File: config.mk
export PLATFORM = sky130hd
export DESIGN_NAME = fsps_seq
export DESIGN_NICKNAME = d
export VERILOG_FILES = /design/src/fsps_pkg.sv /design/src/fsps_page_buf.sv /design/src/fsps_seq.sv
export SDC_FILE = /design/constraint.sdc
export NUM_CORES = 1
export LEC_CHECK = 0
export BUFFER_PORTS_ARGS = -buffer_cell sky130_fd_sc_hd__clkbuf_2
export CAP_MARGIN = 15
export CORE_ASPECT_RATIO = 1.4
export CORE_MARGIN = 4
export CORE_UTILIZATION = 35
export DETAILED_ROUTE_END_ITERATION = 16
export PLACE_DENSITY = 0.53
export SLEW_MARGIN = 20
export SYNTH_ARGS = -nofsm -noshare
export SYNTH_HDL_FRONTEND = slang
export SYNTH_SLANG_ARGS = --single-unit
File: constraint.sdc
create_clock -name sys_clk_i -period 6.2 [get_ports sys_clk_i]
set_input_delay 0.93 -clock sys_clk_i [delete_from_list [all_inputs] [get_ports sys_clk_i]]
set_output_delay 0.93 -clock sys_clk_i [all_outputs]
set_load 0.005 [all_outputs]
File: src/fsps_pkg.sv
package fsps_pkg;
  // control/status register layout
  localparam logic [7:0] CSR_ADDR = 8'h00;
  localparam logic [7:0] PTRL_ADDR = 8'h01;
  localparam logic [7:0] PTRH_ADDR = 8'h02;
  localparam logic [7:0] DATL_ADDR = 8'h03;
  localparam logic [7:0] DATH_ADDR = 8'h04;
  localparam logic [7:0] CFG_ADDR = 8'h05;
  localparam int CSR_EN_BIT = 0;
  localparam int CSR_ERASE_BIT = 1;
  localparam int CSR_WRITE_BIT = 2;
  localparam int CSR_BUSY_BIT = 6;
  localparam int CSR_IE_BIT = 7;
  localparam int CSR_REEN_BIT = 4;
  localparam int CSR_LOCK_BIT = 3;
  localparam int CFG_IE_BIT = 0;
  localparam logic [6:0] CMD_ERASE = 7'h03;
  localparam logic [6:0] CMD_LOAD = 7'h01;
  localparam logic [6:0] CMD_WRITE = 7'h05;
  localparam logic [6:0] CMD_LOCK = 7'h09;
  localparam logic [2:0] ARM_WINDOW = 3'h4;
  localparam logic [15:0] APP_RESET_ADDR = 16'h0000;
  localparam int OP_TIME_US = 4;
  localparam int CLK_MHZ = 50;
  localparam int OP_CYCLES = OP_TIME_US * CLK_MHZ;
  typedef enum logic [1:0] {
    FSPS_IDLE = 2'b00,
    FSPS_ARMED = 2'b01,
    FSPS_BUSY = 2'b10
  } fsps_state_t;
endpackage : fsps_pkg

File: src/fsps_page_buf.sv
`timescale 1ns/1ns
module fsps_page_buf
  import fsps_pkg::*;
#(
  parameter int WORDS = 32,
  parameter int AW = 5
) (
  // clock and reset
  input wire logic sys_clk_i,
  input wire logic srst_i,
  // control
  input wire logic clear_i,
  input wire logic load_i,
  input wire logic [AW-1:0] load_addr_i,
  input wire logic [15:0] load_data_i,
  input wire logic [AW-1:0] rd_addr_i,
  // contents
  output logic [15:0] rd_data_o,
  output logic [WORDS-1:0] loaded_o
);
  logic [15:0] mem [WORDS];

  always_ff @(posedge sys_clk_i) begin
    if (load_i) begin
      mem[load_addr_i] <= load_data_i; // RULE9
    end
  end

  // cleared words read as erased flash
  always_ff @(posedge sys_clk_i) begin
    if (srst_i || clear_i) begin
      loaded_o <= '0; // RULE15
    end else if (load_i) begin
      loaded_o[load_addr_i] <= 1'b1;
    end
  end

  always_comb begin
    rd_data_o = loaded_o[rd_addr_i] ? mem[rd_addr_i] : 16'hffff;
  end
endmodule : fsps_page_buf

File: src/fsps_seq.sv
`timescale 1ns/1ns
// Notes on behaviour
// RULE1: unprogrammed boot select fuse starts at 0x0000, programmed starts at boot loader.
// RULE2: fuses are input pins only; software cannot change them.
// RULE3: 16-bit pointer: high byte gives bits 15..8, low byte bits 7..0.
// RULE4: word address splits into word-in-page low bits and page high bits.
// RULE5: target address latched when an operation starts.
// RULE6: lock-bit setting ignores the pointer entirely.
// RULE7: load-program reads flash bytewise, byte select bit picks low or high byte.
// RULE8: software erases a page before writing it from the buffer.
// RULE9: buffer words may be loaded in any order.
// RULE10: software uses the same page for erase and following write.
// RULE11: erase command then store-program within four cycles; page field only used.
// RULE12: erase of app region keeps boot region readable; else halt cpu.
// RULE13: load command then store-program within four cycles loads the data pair.
// RULE14: buffer word chosen by pointer bits 5..1.
// RULE15: buffer cleared after page write, on read re-enable, and on reset.
// RULE16: software never loads one buffer word twice without clearing.
// RULE17: eeprom write during buffer loading discards loaded data.
// RULE18: write command then store-program within four cycles; page field only.
// RULE19: write to app region keeps boot region readable; else halt cpu.
// RULE20: with interrupt enabled, level interrupt while command enable reads clear.
// RULE21: software should move vectors into boot region when using the interrupt.
// RULE22: software saves unchanged words before erasing for partial updates.
// RULE23: app busy flag reads one while app region is blocked. Boot-region operations assert app_region_blocked_o but leave the flag at zero.
// RULE24: writing read re-enable clears busy flag and reopens app region reads.
// RULE25: command enable self-clears on completion or missed four-cycle window.
module fsps_seq
  import fsps_pkg::*;
#(
  parameter int PAGE_WORDS_W = 5,
  parameter logic [15:0] BOOT_RESET_ADDR = 16'h1c00,
  parameter logic [15:0] BOOT_START_PAGE = 16'h00e0,
  parameter int OP_LEN = OP_CYCLES
) (
  // clock and reset
  input wire logic sys_clk_i,
  input wire logic srst_i,
  // register port
  input wire logic [7:0] reg_addr_i,
  input wire logic [7:0] reg_wdata_i,
  input wire logic reg_wr_i,
  input wire logic reg_rd_i,
  output logic [7:0] reg_rdata_o,
  // core side
  input wire logic boot_reset_select_i,
  input wire logic store_program_instruction_i,
  input wire logic eeprom_write_i,
  input wire logic [15:0] lpm_addr_i,
  output logic [15:0] reset_vector_o,
  output logic [7:0] lpm_byte_o,
  output logic cpu_halt_o,
  output logic app_region_blocked_o,
  output logic prog_irq_o,
  // flash array side
  output logic flash_erase_o,
  output logic flash_write_o,
  output logic [15:0] flash_page_o,
  output logic [15:0] flash_wdata_o,
  output logic [PAGE_WORDS_W-1:0] flash_word_o,
  input wire logic [15:0] flash_rdata_i
);
  localparam int PW = PAGE_WORDS_W;
  localparam int OPW = $clog2(OP_LEN + 1);

  fsps_state_t state;
  logic [6:0] cmd;
  logic [2:0] win_cnt;
  logic [OPW-1:0] op_cnt;
  logic [PW:0] wr_idx;
  logic [7:0] pointer_low_byte;
  logic [7:0] pointer_high_byte;
  logic [7:0] data_lo;
  logic [7:0] data_hi;
  logic irq_en;
  logic app_region_busy_flag;
  logic is_write;
  logic [15:0] op_page;
  logic buf_clear;
  logic buf_load;
  logic [15:0] buf_rd;
  logic [15:0] ptr;
  logic [15:0] page_index_field;
  logic [PW-1:0] word_in_page_field;
  logic csr_wr;
  logic reen_wr;
  logic prog_go;
  logic op_done;

  assign ptr = {pointer_high_byte, pointer_low_byte}; // RULE3
  // page sits above the word field, byte select below it
  assign page_index_field = 16'(ptr >> (PW + 1)); // RULE4
  assign word_in_page_field = ptr[PW:1]; // RULE14
  assign csr_wr = reg_wr_i && (reg_addr_i == CSR_ADDR);
  assign reen_wr = csr_wr && reg_wdata_i[CSR_REEN_BIT] && reg_wdata_i[CSR_EN_BIT];
  assign prog_go = (state == FSPS_ARMED) && store_program_instruction_i;
  assign buf_load = prog_go && (cmd == CMD_LOAD) && !eeprom_write_i; // RULE13
  // a short op time must not cut a page write before its last word
  assign op_done = (state == FSPS_BUSY) && (op_cnt == OPW'(0)) && (wr_idx[PW] || !is_write);
  // eeprom write blocks arming and buffer loads, and wipes the loading in progress
  assign buf_clear = (reen_wr && state == FSPS_IDLE) || eeprom_write_i || // RULE17
    (op_done && is_write); // RULE15

  fsps_page_buf #(
    .WORDS(1 << PW),
    .AW(PW)
  ) u_buf (
    .sys_clk_i(sys_clk_i),
    .srst_i(srst_i),
    .clear_i(buf_clear),
    .load_i(buf_load),
    .load_addr_i(word_in_page_field),
    .load_data_i({data_hi, data_lo}),
    .rd_addr_i(wr_idx[PW-1:0]),
    .rd_data_o(buf_rd),
    .loaded_o()
  );

  // software-visible pointer, data pair and enable
  always_ff @(posedge sys_clk_i) begin
    if (srst_i) begin
      pointer_low_byte <= 8'h00;
      pointer_high_byte <= 8'h00;
      data_lo <= 8'h00;
      data_hi <= 8'h00;
      irq_en <= 1'b0;
    end else if (reg_wr_i) begin
      case (reg_addr_i)
        PTRL_ADDR: pointer_low_byte <= reg_wdata_i;
        PTRH_ADDR: pointer_high_byte <= reg_wdata_i;
        DATL_ADDR: data_lo <= reg_wdata_i;
        DATH_ADDR: data_hi <= reg_wdata_i;
        CFG_ADDR: irq_en <= reg_wdata_i[CFG_IE_BIT];
        default: ;
      endcase
    end
  end

  // command sequencer
  always_ff @(posedge sys_clk_i) begin
    if (srst_i) begin
      state <= FSPS_IDLE;
      cmd <= 7'h00;
      win_cnt <= 3'h0;
      op_cnt <= '0;
      is_write <= 1'b0;
      op_page <= 16'h0000;
      wr_idx <= '0;
    end else begin
      case (state)
        FSPS_IDLE: begin
          if (csr_wr && reg_wdata_i[CSR_EN_BIT] && !eeprom_write_i) begin
            cmd <= reg_wdata_i[6:0];
            win_cnt <= ARM_WINDOW;
            state <= FSPS_ARMED;
          end
        end
        FSPS_ARMED: begin
          if (prog_go && (cmd == CMD_ERASE || cmd == CMD_WRITE)) begin
            op_page <= page_index_field; // RULE5 RULE11 RULE18
            is_write <= (cmd == CMD_WRITE);
            op_cnt <= OPW'(OP_LEN - 1);
            wr_idx <= '0;
            state <= FSPS_BUSY;
          end else if (prog_go || win_cnt == 3'h1) begin
            // load and lock finish at once; unused window expires
            state <= FSPS_IDLE; // RULE6 RULE25
          end else begin
            win_cnt <= win_cnt - 3'h1;
          end
        end
        FSPS_BUSY: begin
          if (!wr_idx[PW]) begin
            wr_idx <= wr_idx + 1'b1;
          end
          if (op_done) begin
            state <= FSPS_IDLE; // RULE25
          end else if (op_cnt != OPW'(0)) begin
            op_cnt <= op_cnt - 1'b1;
          end
        end
        default: state <= FSPS_IDLE;
      endcase
    end
  end

  // busy flag clears only by reset or software re-enable, never alone
  always_ff @(posedge sys_clk_i) begin
    if (srst_i) begin
      app_region_busy_flag <= 1'b0;
    end else if (state == FSPS_BUSY && op_page < BOOT_START_PAGE) begin
      app_region_busy_flag <= 1'b1; // RULE23
    end else if (reen_wr && state == FSPS_IDLE) begin
      app_region_busy_flag <= 1'b0; // RULE24
    end
  end

  // outputs toward core and flash array
  always_ff @(posedge sys_clk_i) begin
    if (srst_i) begin
      cpu_halt_o <= 1'b0;
      app_region_blocked_o <= 1'b0;
      prog_irq_o <= 1'b0;
      flash_erase_o <= 1'b0;
      flash_write_o <= 1'b0;
      flash_page_o <= 16'h0000;
      flash_wdata_o <= 16'h0000;
      flash_word_o <= '0;
      reset_vector_o <= APP_RESET_ADDR;
    end else begin
      // strap is sampled by a clocked process, fuse has no write path
      reset_vector_o <= boot_reset_select_i ? APP_RESET_ADDR : BOOT_RESET_ADDR; // RULE1 RULE2
      cpu_halt_o <= (state == FSPS_BUSY) && (op_page >= BOOT_START_PAGE); // RULE12 RULE19
      app_region_blocked_o <= app_region_busy_flag || (state == FSPS_BUSY); // RULE24
      prog_irq_o <= irq_en && (state == FSPS_IDLE); // RULE20
      flash_erase_o <= (state == FSPS_BUSY) && !is_write && op_cnt == OPW'(OP_LEN - 1);
      flash_write_o <= (state == FSPS_BUSY) && is_write && !wr_idx[PW];
      flash_page_o <= op_page;
      flash_wdata_o <= buf_rd;
      flash_word_o <= wr_idx[PW-1:0];
    end
  end

  // load-program byte path
  always_ff @(posedge sys_clk_i) begin
    if (srst_i) begin
      lpm_byte_o <= 8'h00;
    end else begin
      lpm_byte_o <= lpm_addr_i[0] ? flash_rdata_i[15:8] : flash_rdata_i[7:0]; // RULE7
    end
  end

  // register read data, one cycle after the strobe
  always_ff @(posedge sys_clk_i) begin
    if (srst_i) begin
      reg_rdata_o <= 8'h00;
    end else if (reg_rd_i) begin
      case (reg_addr_i)
        CSR_ADDR: reg_rdata_o <= {irq_en, app_region_busy_flag, 2'b00,
          (state != FSPS_IDLE) && cmd[CSR_LOCK_BIT],
          (state != FSPS_IDLE) && cmd[CSR_WRITE_BIT],
          (state != FSPS_IDLE) && cmd[CSR_ERASE_BIT],
          state != FSPS_IDLE};
        PTRL_ADDR: reg_rdata_o <= pointer_low_byte;
        PTRH_ADDR: reg_rdata_o <= pointer_high_byte;
        DATL_ADDR: reg_rdata_o <= data_lo;
        DATH_ADDR: reg_rdata_o <= data_hi;
        CFG_ADDR: reg_rdata_o <= {7'h00, irq_en};
        default: reg_rdata_o <= 8'h00;
      endcase
    end else begin
      reg_rdata_o <= 8'h00;
    end
  end
endmodule : fsps_seq

; ---- Yosys cells after proc, flatten, opt, wreduce, memory -nomap -nowiden
; Memory sizes are Yosys's and may differ from the RTL's. A register that Yosys moved wholly into a read port is not among the register bits.
; Index checks and enable logic that the tools add are counted.
[word_totals]
reg_bits = 171
ramBits = 512
in_bits = 55
output_inout_bits = 74
n_memories = 1
[memory_table]
columns = name, words, word_bits, read_ports, rd_clocked_by_memory_dff, write_ports, line
row1 = u_buf.mem, 32, 16, 1, 1, 1, fsps_page_buf.sv:21  ; logic [15:0] mem [WORDS];
[op_classes]
addsub = 3
order_cmp = 5
eq_ne = 21
muxes = 30
n_bitwise = 2
n_reduce_logical = 55
[op_table]
columns = cell, count
row1 = $pmux 8 s6, 1
row2 = $mux 8, 4
row3 = $or 32x32->32, 1
row4 = $logic_and 1x1->1, 24
row5 = $eq 8x2->1 const B, 2
row6 = $eq 8x3->1 const B, 2
row7 = $logic_not 8->1, 2
row8 = $mux 16, 1
row9 = $pmux 8 s2, 1
row10 = $reduce_and 2->1, 8
row11 = $mux 13, 1
row12 = $lt 5x6->1 const B, 2
row13 = $mux 6, 2
row14 = $ne 2x2->1 const B, 6
row15 = $pmux 6 s2, 1
row16 = $ge 10x8->1 const B, 1
row17 = $lt 10x8->1 const B, 1
row18 = $mux 5, 2
row19 = $mux 3, 3
row20 = $eq 8x1->1 const B, 1
row21 = $eq 8x8->1 const B, 1
row22 = $mux 2, 4
row23 = $reduce_and 4->1, 2
row24 = $reduce_bool 2->1, 4
row25 = 24 further kinds, 39

; ---- Depth between registers and ports, before layout
; Gate-level depths: netlist of run 1.
[depth]
depth_word = 8
depth_mapped = 9

; ---- Cells and area by module
; From an unflattened synthesis of run 1, not the netlist that was laid out.
[hier_totals]
hier_cells = 1619
area_unflattened_um2 = 26477.9
[modules_own_cells]
columns = module, n_inst, cells_per_inst, area_per_inst_um2, seq_area_each_um2
row1 = fsps_page_buf, 1, 1096, 21292.9, 16015.4
row2 = fsps_seq, 1, 523, 5185.0, 2482.4

; ---- Worst setup path before layout of run 1
; No wires, ideal clock.
[synth_timing]
path_kind = in2reg
startpoint = input port store_program_instruction_i
endpoint = memory u_buf.mem[10][0], enable pin
setup_ps = 390
arrival_time_ps = 2461
required_time_ps = 5810
setup_slack_ps = 3349
cell_stages = 4
path_cell_list = nand4bb_1 -> nor3_1 -> nand3_1 -> nor2_1
[synth_between]
elab_chain_cells = 5
[synth_lines]
columns = element, line
row1 = start: declaration, fsps_seq.sv:47  ; input wire logic store_program_instruction_i,
row2 = $logic_and 1x1->1, fsps_seq.sv:96  ; assign prog_go = (state == FSPS_ARMED) && store_program_instruction_i;
row3 = $logic_and 1x1->1 (2 in series), fsps_seq.sv:97  ; assign buf_load = prog_go && (cmd == CMD_LOAD) && !eeprom_write_i;
row4 = $mux 1, fsps_page_buf.sv:24  ; if (load_i) begin
row5 = $mux 1 (implied by the code), fsps_page_buf.sv:25  ; mem[load_addr_i] <= load_data_i;
row6 = end: declaration, fsps_page_buf.sv:21
; No other way between the ends.

==> impl_results.md, run 1 <==
- Overall die height: 330.7 µm
- Setup violators final: 0
- Asr flop ratio synth: 0%
- DIE AREA: 78890 µm²
- Final WS setup: 3164 ps
- # hold bufs at CTS: 0
- Final min period: 3036 ps
- RR Endpoint: flash_wdata_o[5]$_SDFF_PP0_
- Critical Path AT: 3470 ps
- Status: finished clean
- Post-layout instance area: 30030 µm²
- Via count: 14533
- Int Pwr: 0.007286 W
- Area fraction of the dominant cell type after synthesis: 59.05%
- RSZ-0062 raised after global routing: false
- Slew margin rel.: 28.86%
- Antenna violations before repair: 0
- Register area share after synthesis: 71.42%
- CTS sink count: 673
- Initial Util: 35.27%
- Slowest stage cell, crit path: a211oi_1
- Yosys warns: 0
- Core box area: 73820 µm²
- Die width: 238.5 µm
- Largest cells by area after synthesis: edfxtp_1 59%, dfxtp_1 12%, mux4_2 7.5%
- Synth-to-layout area growth: 15.33%
- I/O pins: 129
- MaxCap Viol Count: 0
- Syn avg cell area: 16.14 µm²
- Drt total wl: 66510 µm
- Final slew viol count: 0
- CTS H-tree lvls: 3
- All-Layer GR Usage: 16.63%
- Most frequent cell after synthesis: edfxtp_1
- Clk_lat worst skew: 610 ps
- Worst IR drop on VDD: 195.7 µV
- Logic gate share of total power: 1.0%
- Clock Path Buffers: 3
- Cell Rows: 118
- Synth Instances: 1613
- Clk network pwr share: 46.1%
- Dpl cell area: 27720 µm²
- Post-CTS sizing: 0
- Pre-Repair DR Iteration Count: 5
- Sw Pwr: 0.001786 W
- Flop2flop setup slack: 3160 ps
- Crit path launch type: flop
- Worst-Margin Slew: 1066 ps
- CTS tree: built
- Critical Path Sink Type: flop
- Crit-path max FO: 37
- Fmax: 329.3 MHz
- Filler cell count: 6798
- Ant diodes: 0
- Fraction of layout cells with a size suffix above 1: 20.50%
- Leak Pwr: 9.704 nW
- HP Class: flop to flop
- Mapped Area: 26040 µm²
- Critical path type: flop to flop
- Grt total ovfl: 0
- Pwr per Cell Area: 302.1 nW/µm²
- Top FF cell, synth: edfxtp_1
- Total CTS buffers: 70
- Area of the multi-input gates: 6954 µm²
- EDFF count, synth: 512
- Initial DRC count: 1253
- WL/cell: 24.19 µm
- Antenna-violating nets left: 0
- Number of global-route vias before repair: 14783
- Setup crit end: flash_wdata_o[5]$_SDFF_PP0_
- Reg clk slew, reported paths: 60 ps
- Max incr delay on CP: 840 ps
- Sw frac: 19.68%
- Via/cell ratio: 5.285
- Final HPWL DP: 40420 µm
- Post-synth top cells: 512 x edfxtp_1, 161 x dfxtp_1, 122 x mux2i_1
- Max Clock Skew: 30.92 ps
- Worst slack, placed: 2742 ps
- CTS root buf: clkbuf_16
- Data required time of the worst path: 6630 ps
- Final Hold Fails: 0
- R2r worst-path depth: 4
- Drt drc: 0
- Sum of negative setup slack: 0 ps
- First-pass GRT wire length: 97070 µm
- Setup bufs post-CTS: 0
- Routability cong.: 0.8021
- Synth Register Bits: 673
- Largest net degree at the start of global routing: 100
- PortBufs: 94
- Seq pwr share: 52.9%
- Yosys cell types: 62
- CP Cell Sequence: buf_4, mux4_2, a211oi_1, o221ai_1
- Final Cycle Share: 48.98%
- Synth area leader: edfxtp_1
- FF/Latch Area: 18610 µm²
- Nets@finish: 1800
cell families (layout without fill, tap and decap cells):
group	count (synthesis)	in the layout	synth area share, %
mux	209	209	12.21
fa+ha+maj	9	9	0.4325
other cells	1	19	0.01440
buf+inv	131	290	2.345
compound gates	261	261	7.184
xor+xnor	4	4	0.1346
flops	673	673	71.42
simple gates	325	325	6.252
cell type report:
class                           count  share of cell area, %
Clock buffer                       95                  6.629
Timing Repair Buffer              152                  3.108
Tap cell                          960                  4.000
Clock inverter                     31                 0.9916
Sequential cell                   673                  61.97
Multi-Input combinational cell    827                  23.16
Inverter                           12                 0.1500
placed cells by master, fill, tap and decap left out, types with 32 or more instances in the layout:
cell type  Yosys  final
a21oi_1       68     68
dfxtp_1      161    156
edfxtp_1     512    512
mux4_2        87     87
buf_4         22     57
nand3_1       45     45
nor2b_1       34     32
a22oi_1       51     51
o21a_1        34     34
mux2i_1      122    122
clkbuf_2       0     93
nand2_1       71     71
nor2_1        95     87
clkbuf_16      0     74
flip-flops by register name, indices dropped and copies added (netlist names), 10 cells and up, named ones only:
register / cells
u_buf.mem: 512
u_buf.loaded_o: 32
flash_wdata_o: 16
flash_page_o: 10
op_page: 10
metal layers:
metal | part of all wire (%) | routed length (µm) | up-vias | global-route usage, %
met5 | 0 | 0 | - | 0
met4 | 3.0 | 1977 | 0 | 5.959
met3 | 4.5 | 2992 | 96 | 2.898
met2 | 52 | 34720 | 361 | 29.70
met1 | 40 | 26820 | 7553 | 20.26
li1 | - | - | 6523 | -
per-stage QoR:
stage                     hold WS, ps  instances  utilization (%)  total power (W)
final                           448.5       2750            40.68         0.009071
after global routing            472.4       2750            40.68         0.009364
after CTS                       448.7       2750            40.65         0.009174
after detailed placement        443.1       2624            37.55         0.004985
after global placement          432.6       2624            37.55         0.004983
after floorplan                 421.0       1631                -         0.004942
power groups by stage:
stage	Combinational, W	Sequential, W	Clock (W)
floorplan	0.0000475	0.00489	0
global placement	0.0000880	0.00489	0
detailed placement	0.0000898	0.00489	0
CTS	0.0000900	0.00480	0.00429
global route	0.0000966	0.00480	0.00447
finish	0.0000887	0.00480	0.00418
worst max-delay path: cells and delay by family, from the launching register on:
family | cells | cell delay, ps
flops | 1 | 530
compound gates | 2 | 1100
mux | 1 | 580
buf+inv | 1 | 640
worst min path at each step:
| stage | depth (start not counted) | from | endpoint |
|---|---|---|---|
| finish | 2 | op_page[3]$_SDFFE_PP0P_ | op_page[3]$_SDFFE_PP0P_ |
| floorplan | 2 | cmd[0]$_SDFFE_PP0P_ | cmd[0]$_SDFFE_PP0P_ |
| global route | 2 | boot_reset_select_i | reset_vector_o[11]$_SDFF_PP0_ |
| detailed placement | 2 | win_cnt[1]$_SDFFE_PP0P_ | win_cnt[1]$_SDFFE_PP0P_ |
| global placement | 2 | cmd[0]$_SDFFE_PP0P_ | cmd[0]$_SDFFE_PP0P_ |
| CTS | 2 | boot_reset_select_i | reset_vector_o[11]$_SDFF_PP0_ |
Note: power is estimated with default switching activity, not from simulation.
==> run 2, diff against run 1 <==
==> constraint.sdc (replaced) <==
create_clock -name sys_clk_i -period 3 [get_ports sys_clk_i]
set_input_delay 0.45 -clock sys_clk_i [delete_from_list [all_inputs] [get_ports sys_clk_i]]
set_output_delay 0.45 -clock sys_clk_i [all_outputs]
set_load 0.005 [all_outputs]
==> run 2 against run 1 <==
  * Maximum frequency up 20%
  * Worst setup slack got worse by 2700 ps
  * Sequential share of layout area is 0.77 points lower
  * Critical path type unchanged
==> impl_results.md, run 2 (synthesis gave the netlist of run 1 again) <==
- Status: finished clean
- CTS H-tree lvls: 3
- Number of global-route vias before repair: 15221
- Drt total wl: 66440 µm
- Commonest cells after routing, fill and taps aside: 512 x edfxtp_1, 157 x dfxtp_1, 122 x mux2i_1
- Pre-Repair DR Iteration Count: 6
- Sw Pwr: 0.003671 W
- Most flops, register: u_buf.mem
- Cell Rows: 118
- Sum of negative setup slack: 0 ps
- Antenna violations before repair: 2
- Worst IR drop on VDD: 413.5 µV
- Ant diodes: 0
- CTS root buf: clkbuf_16
- Final min period: 2532 ps
- Clock Path Buffers: 3
- Seq pwr share: 53.2%
- Core box area: 73820 µm²
- Antenna-violating nets left: 0
- RSZ-0062 raised after global routing: false
- Crit path launch type: flop
- Critical path type: flop to flop
- Initial DRC count: 1228
- Initial Util: 35.27%
- Final slew viol count: 0
- Post-layout instance area: 30410 µm²
- First-pass GRT wire length: 98200 µm
- Final Hold Fails: 0
- Grt total ovfl: 0
- Max incr delay on CP: 630 ps
- CTS tree: built
- Critical Path AT: 2980 ps
- Max FFs per register: 512
- Synth-to-layout area growth: 16.78%
- Overall die height: 330.7 µm
- Critical Path Sink Type: flop
- Largest net degree at the start of global routing: 54
- CTS sink count: 673
- Sw frac: 19.72%
- Setup violators final: 0
- Fin util: 41.19%
- Slowest stage cell, crit path: a211oi_1
- Crit-path max FO: 16
- Top Registers: u_buf.mem (512), u_buf.loaded_o (32), flash_wdata_o (16)
- Post-CTS sizing: 0
- Hold Slack: 90.33 ps
- Pwr per Cell Area: 612.3 nW/µm²
- Setup bufs post-CTS: 0
- Leak Pwr: 9.730 nW
- MaxCap Viol Count: 0
- DIE AREA: 78890 µm²
- Data required time of the worst path: 3450 ps
- Logic gate share of total power: 1.1%
- Total CTS buffers: 68
- Via/cell ratio: 5.271
- Dpl cell area: 28180 µm²
- Fraction of layout cells with a size suffix above 1: 22.61%
- WL/cell: 23.73 µm
- Reg clk slew, reported paths: 60 ps
- Max Clock Skew: 21.07 ps
- Int Pwr: 0.01495 W
- Routability cong.: 0.8109
- Final HPWL DP: 42260 µm
- Slew margin rel.: 38.58%
- Fmax: 394.9 MHz
- All-Layer GR Usage: 16.64%
- Drt drc: 0
- PortBufs: 94
- CP Cell Sequence: buf_4, mux4_2, nor2b_1, a211oi_1, o221ai_1
- Die width: 238.5 µm
- I/O pins: 129
- Filler cell count: 6748
- Worst-Margin Slew: 912.8 ps
- Via count: 14758
- Clk network pwr share: 45.7%
- Final Cycle Share: 84.42%
- HP Class: input port to flop
- Clk_lat worst skew: 610 ps
- Nets@finish: 1851
- Commonest non-fill, non-tap cell in the layout: edfxtp_1
run 2: worst max-delay path, delay by kind of cell (launching register included):
family	cells	cell delay (ps)
multiplexers	1	540
flip-flops	1	440
AO/OA/AOI/OAI	2	860
buffers and inverters	1	360
AND/OR/NAND/NOR	1	180
run 2: layout make-up:
| type | instances | area [µm²] | share of cell area, % |
|---|---|---|---|
| clock buffers | 88 | 1847 | 6.073 |
| repair buffers | 205 | 1409 | 4.633 |
| inverters | 12 | 45.04 | 0.1481 |
| multi-input cells | 827 | 6925 | 22.77 |
| flip-flops and latches | 673 | 18610 | 61.19 |
| clock inverters | 35 | 372.9 | 1.226 |
| well taps | 960 | 1201 | 3.950 |
run 2: timing repair:
action                                  4_1_cts  5_1_grt
endpoints found under the setup margin        0        0
hold endpoints to repair                      1        0
hold buffers                                  1        0
run 2: power by group through the flow:
stage | Combinational [W] | Sequential (W) | Clock (W)
finish | 0.000198 | 0.00991 | 0.00851
global route | 0.000217 | 0.00991 | 0.00910
CTS | 0.000202 | 0.00991 | 0.00872
detailed placement | 0.000200 | 0.0101 | 0
global placement | 0.000197 | 0.0101 | 0
floorplan | 0.0000981 | 0.0101 | 0
run 2: metal layers:
layer	GRT usage, %	vias up	wire, µm
met5	0	-	0
met4	5.353	0	1677
met3	2.365	85	3099
met2	30.43	428	35330
met1	20.27	7621	26330
li1	-	6624	-
run 2: path summary, 6_finish.rpt:
check,depth (start not counted),slack (ps),startpoint,endpoint
hold / removal,3,90,flash_rdata_i[6],lpm_byte_o[6]$_SDFF_PP0_
setup reg to reg,5,470,flop,flash_wdata_o[9]$_SDFF_PP0_
hold reg to reg,2,440,cmd[0]$_SDFFE_PP0P_,cmd[0]$_SDFFE_PP0P_
setup / recovery,5,470,flop,flash_wdata_o[9]$_SDFF_PP0_
run 2: per-stage QoR:
step / instances / total power [W] / setup WS (ps)
2_1_floorplan: 1631 / 0.01021 / 302.5
3_3_place_gp: 2676 / 0.01031 / 435.9
3_5_place_dp: 2676 / 0.01031 / 437.7
4_1_cts: 2800 / 0.01884 / 506.4
5_1_grt: 2800 / 0.01922 / 439.1
6_report: 2800 / 0.01862 / 467.5
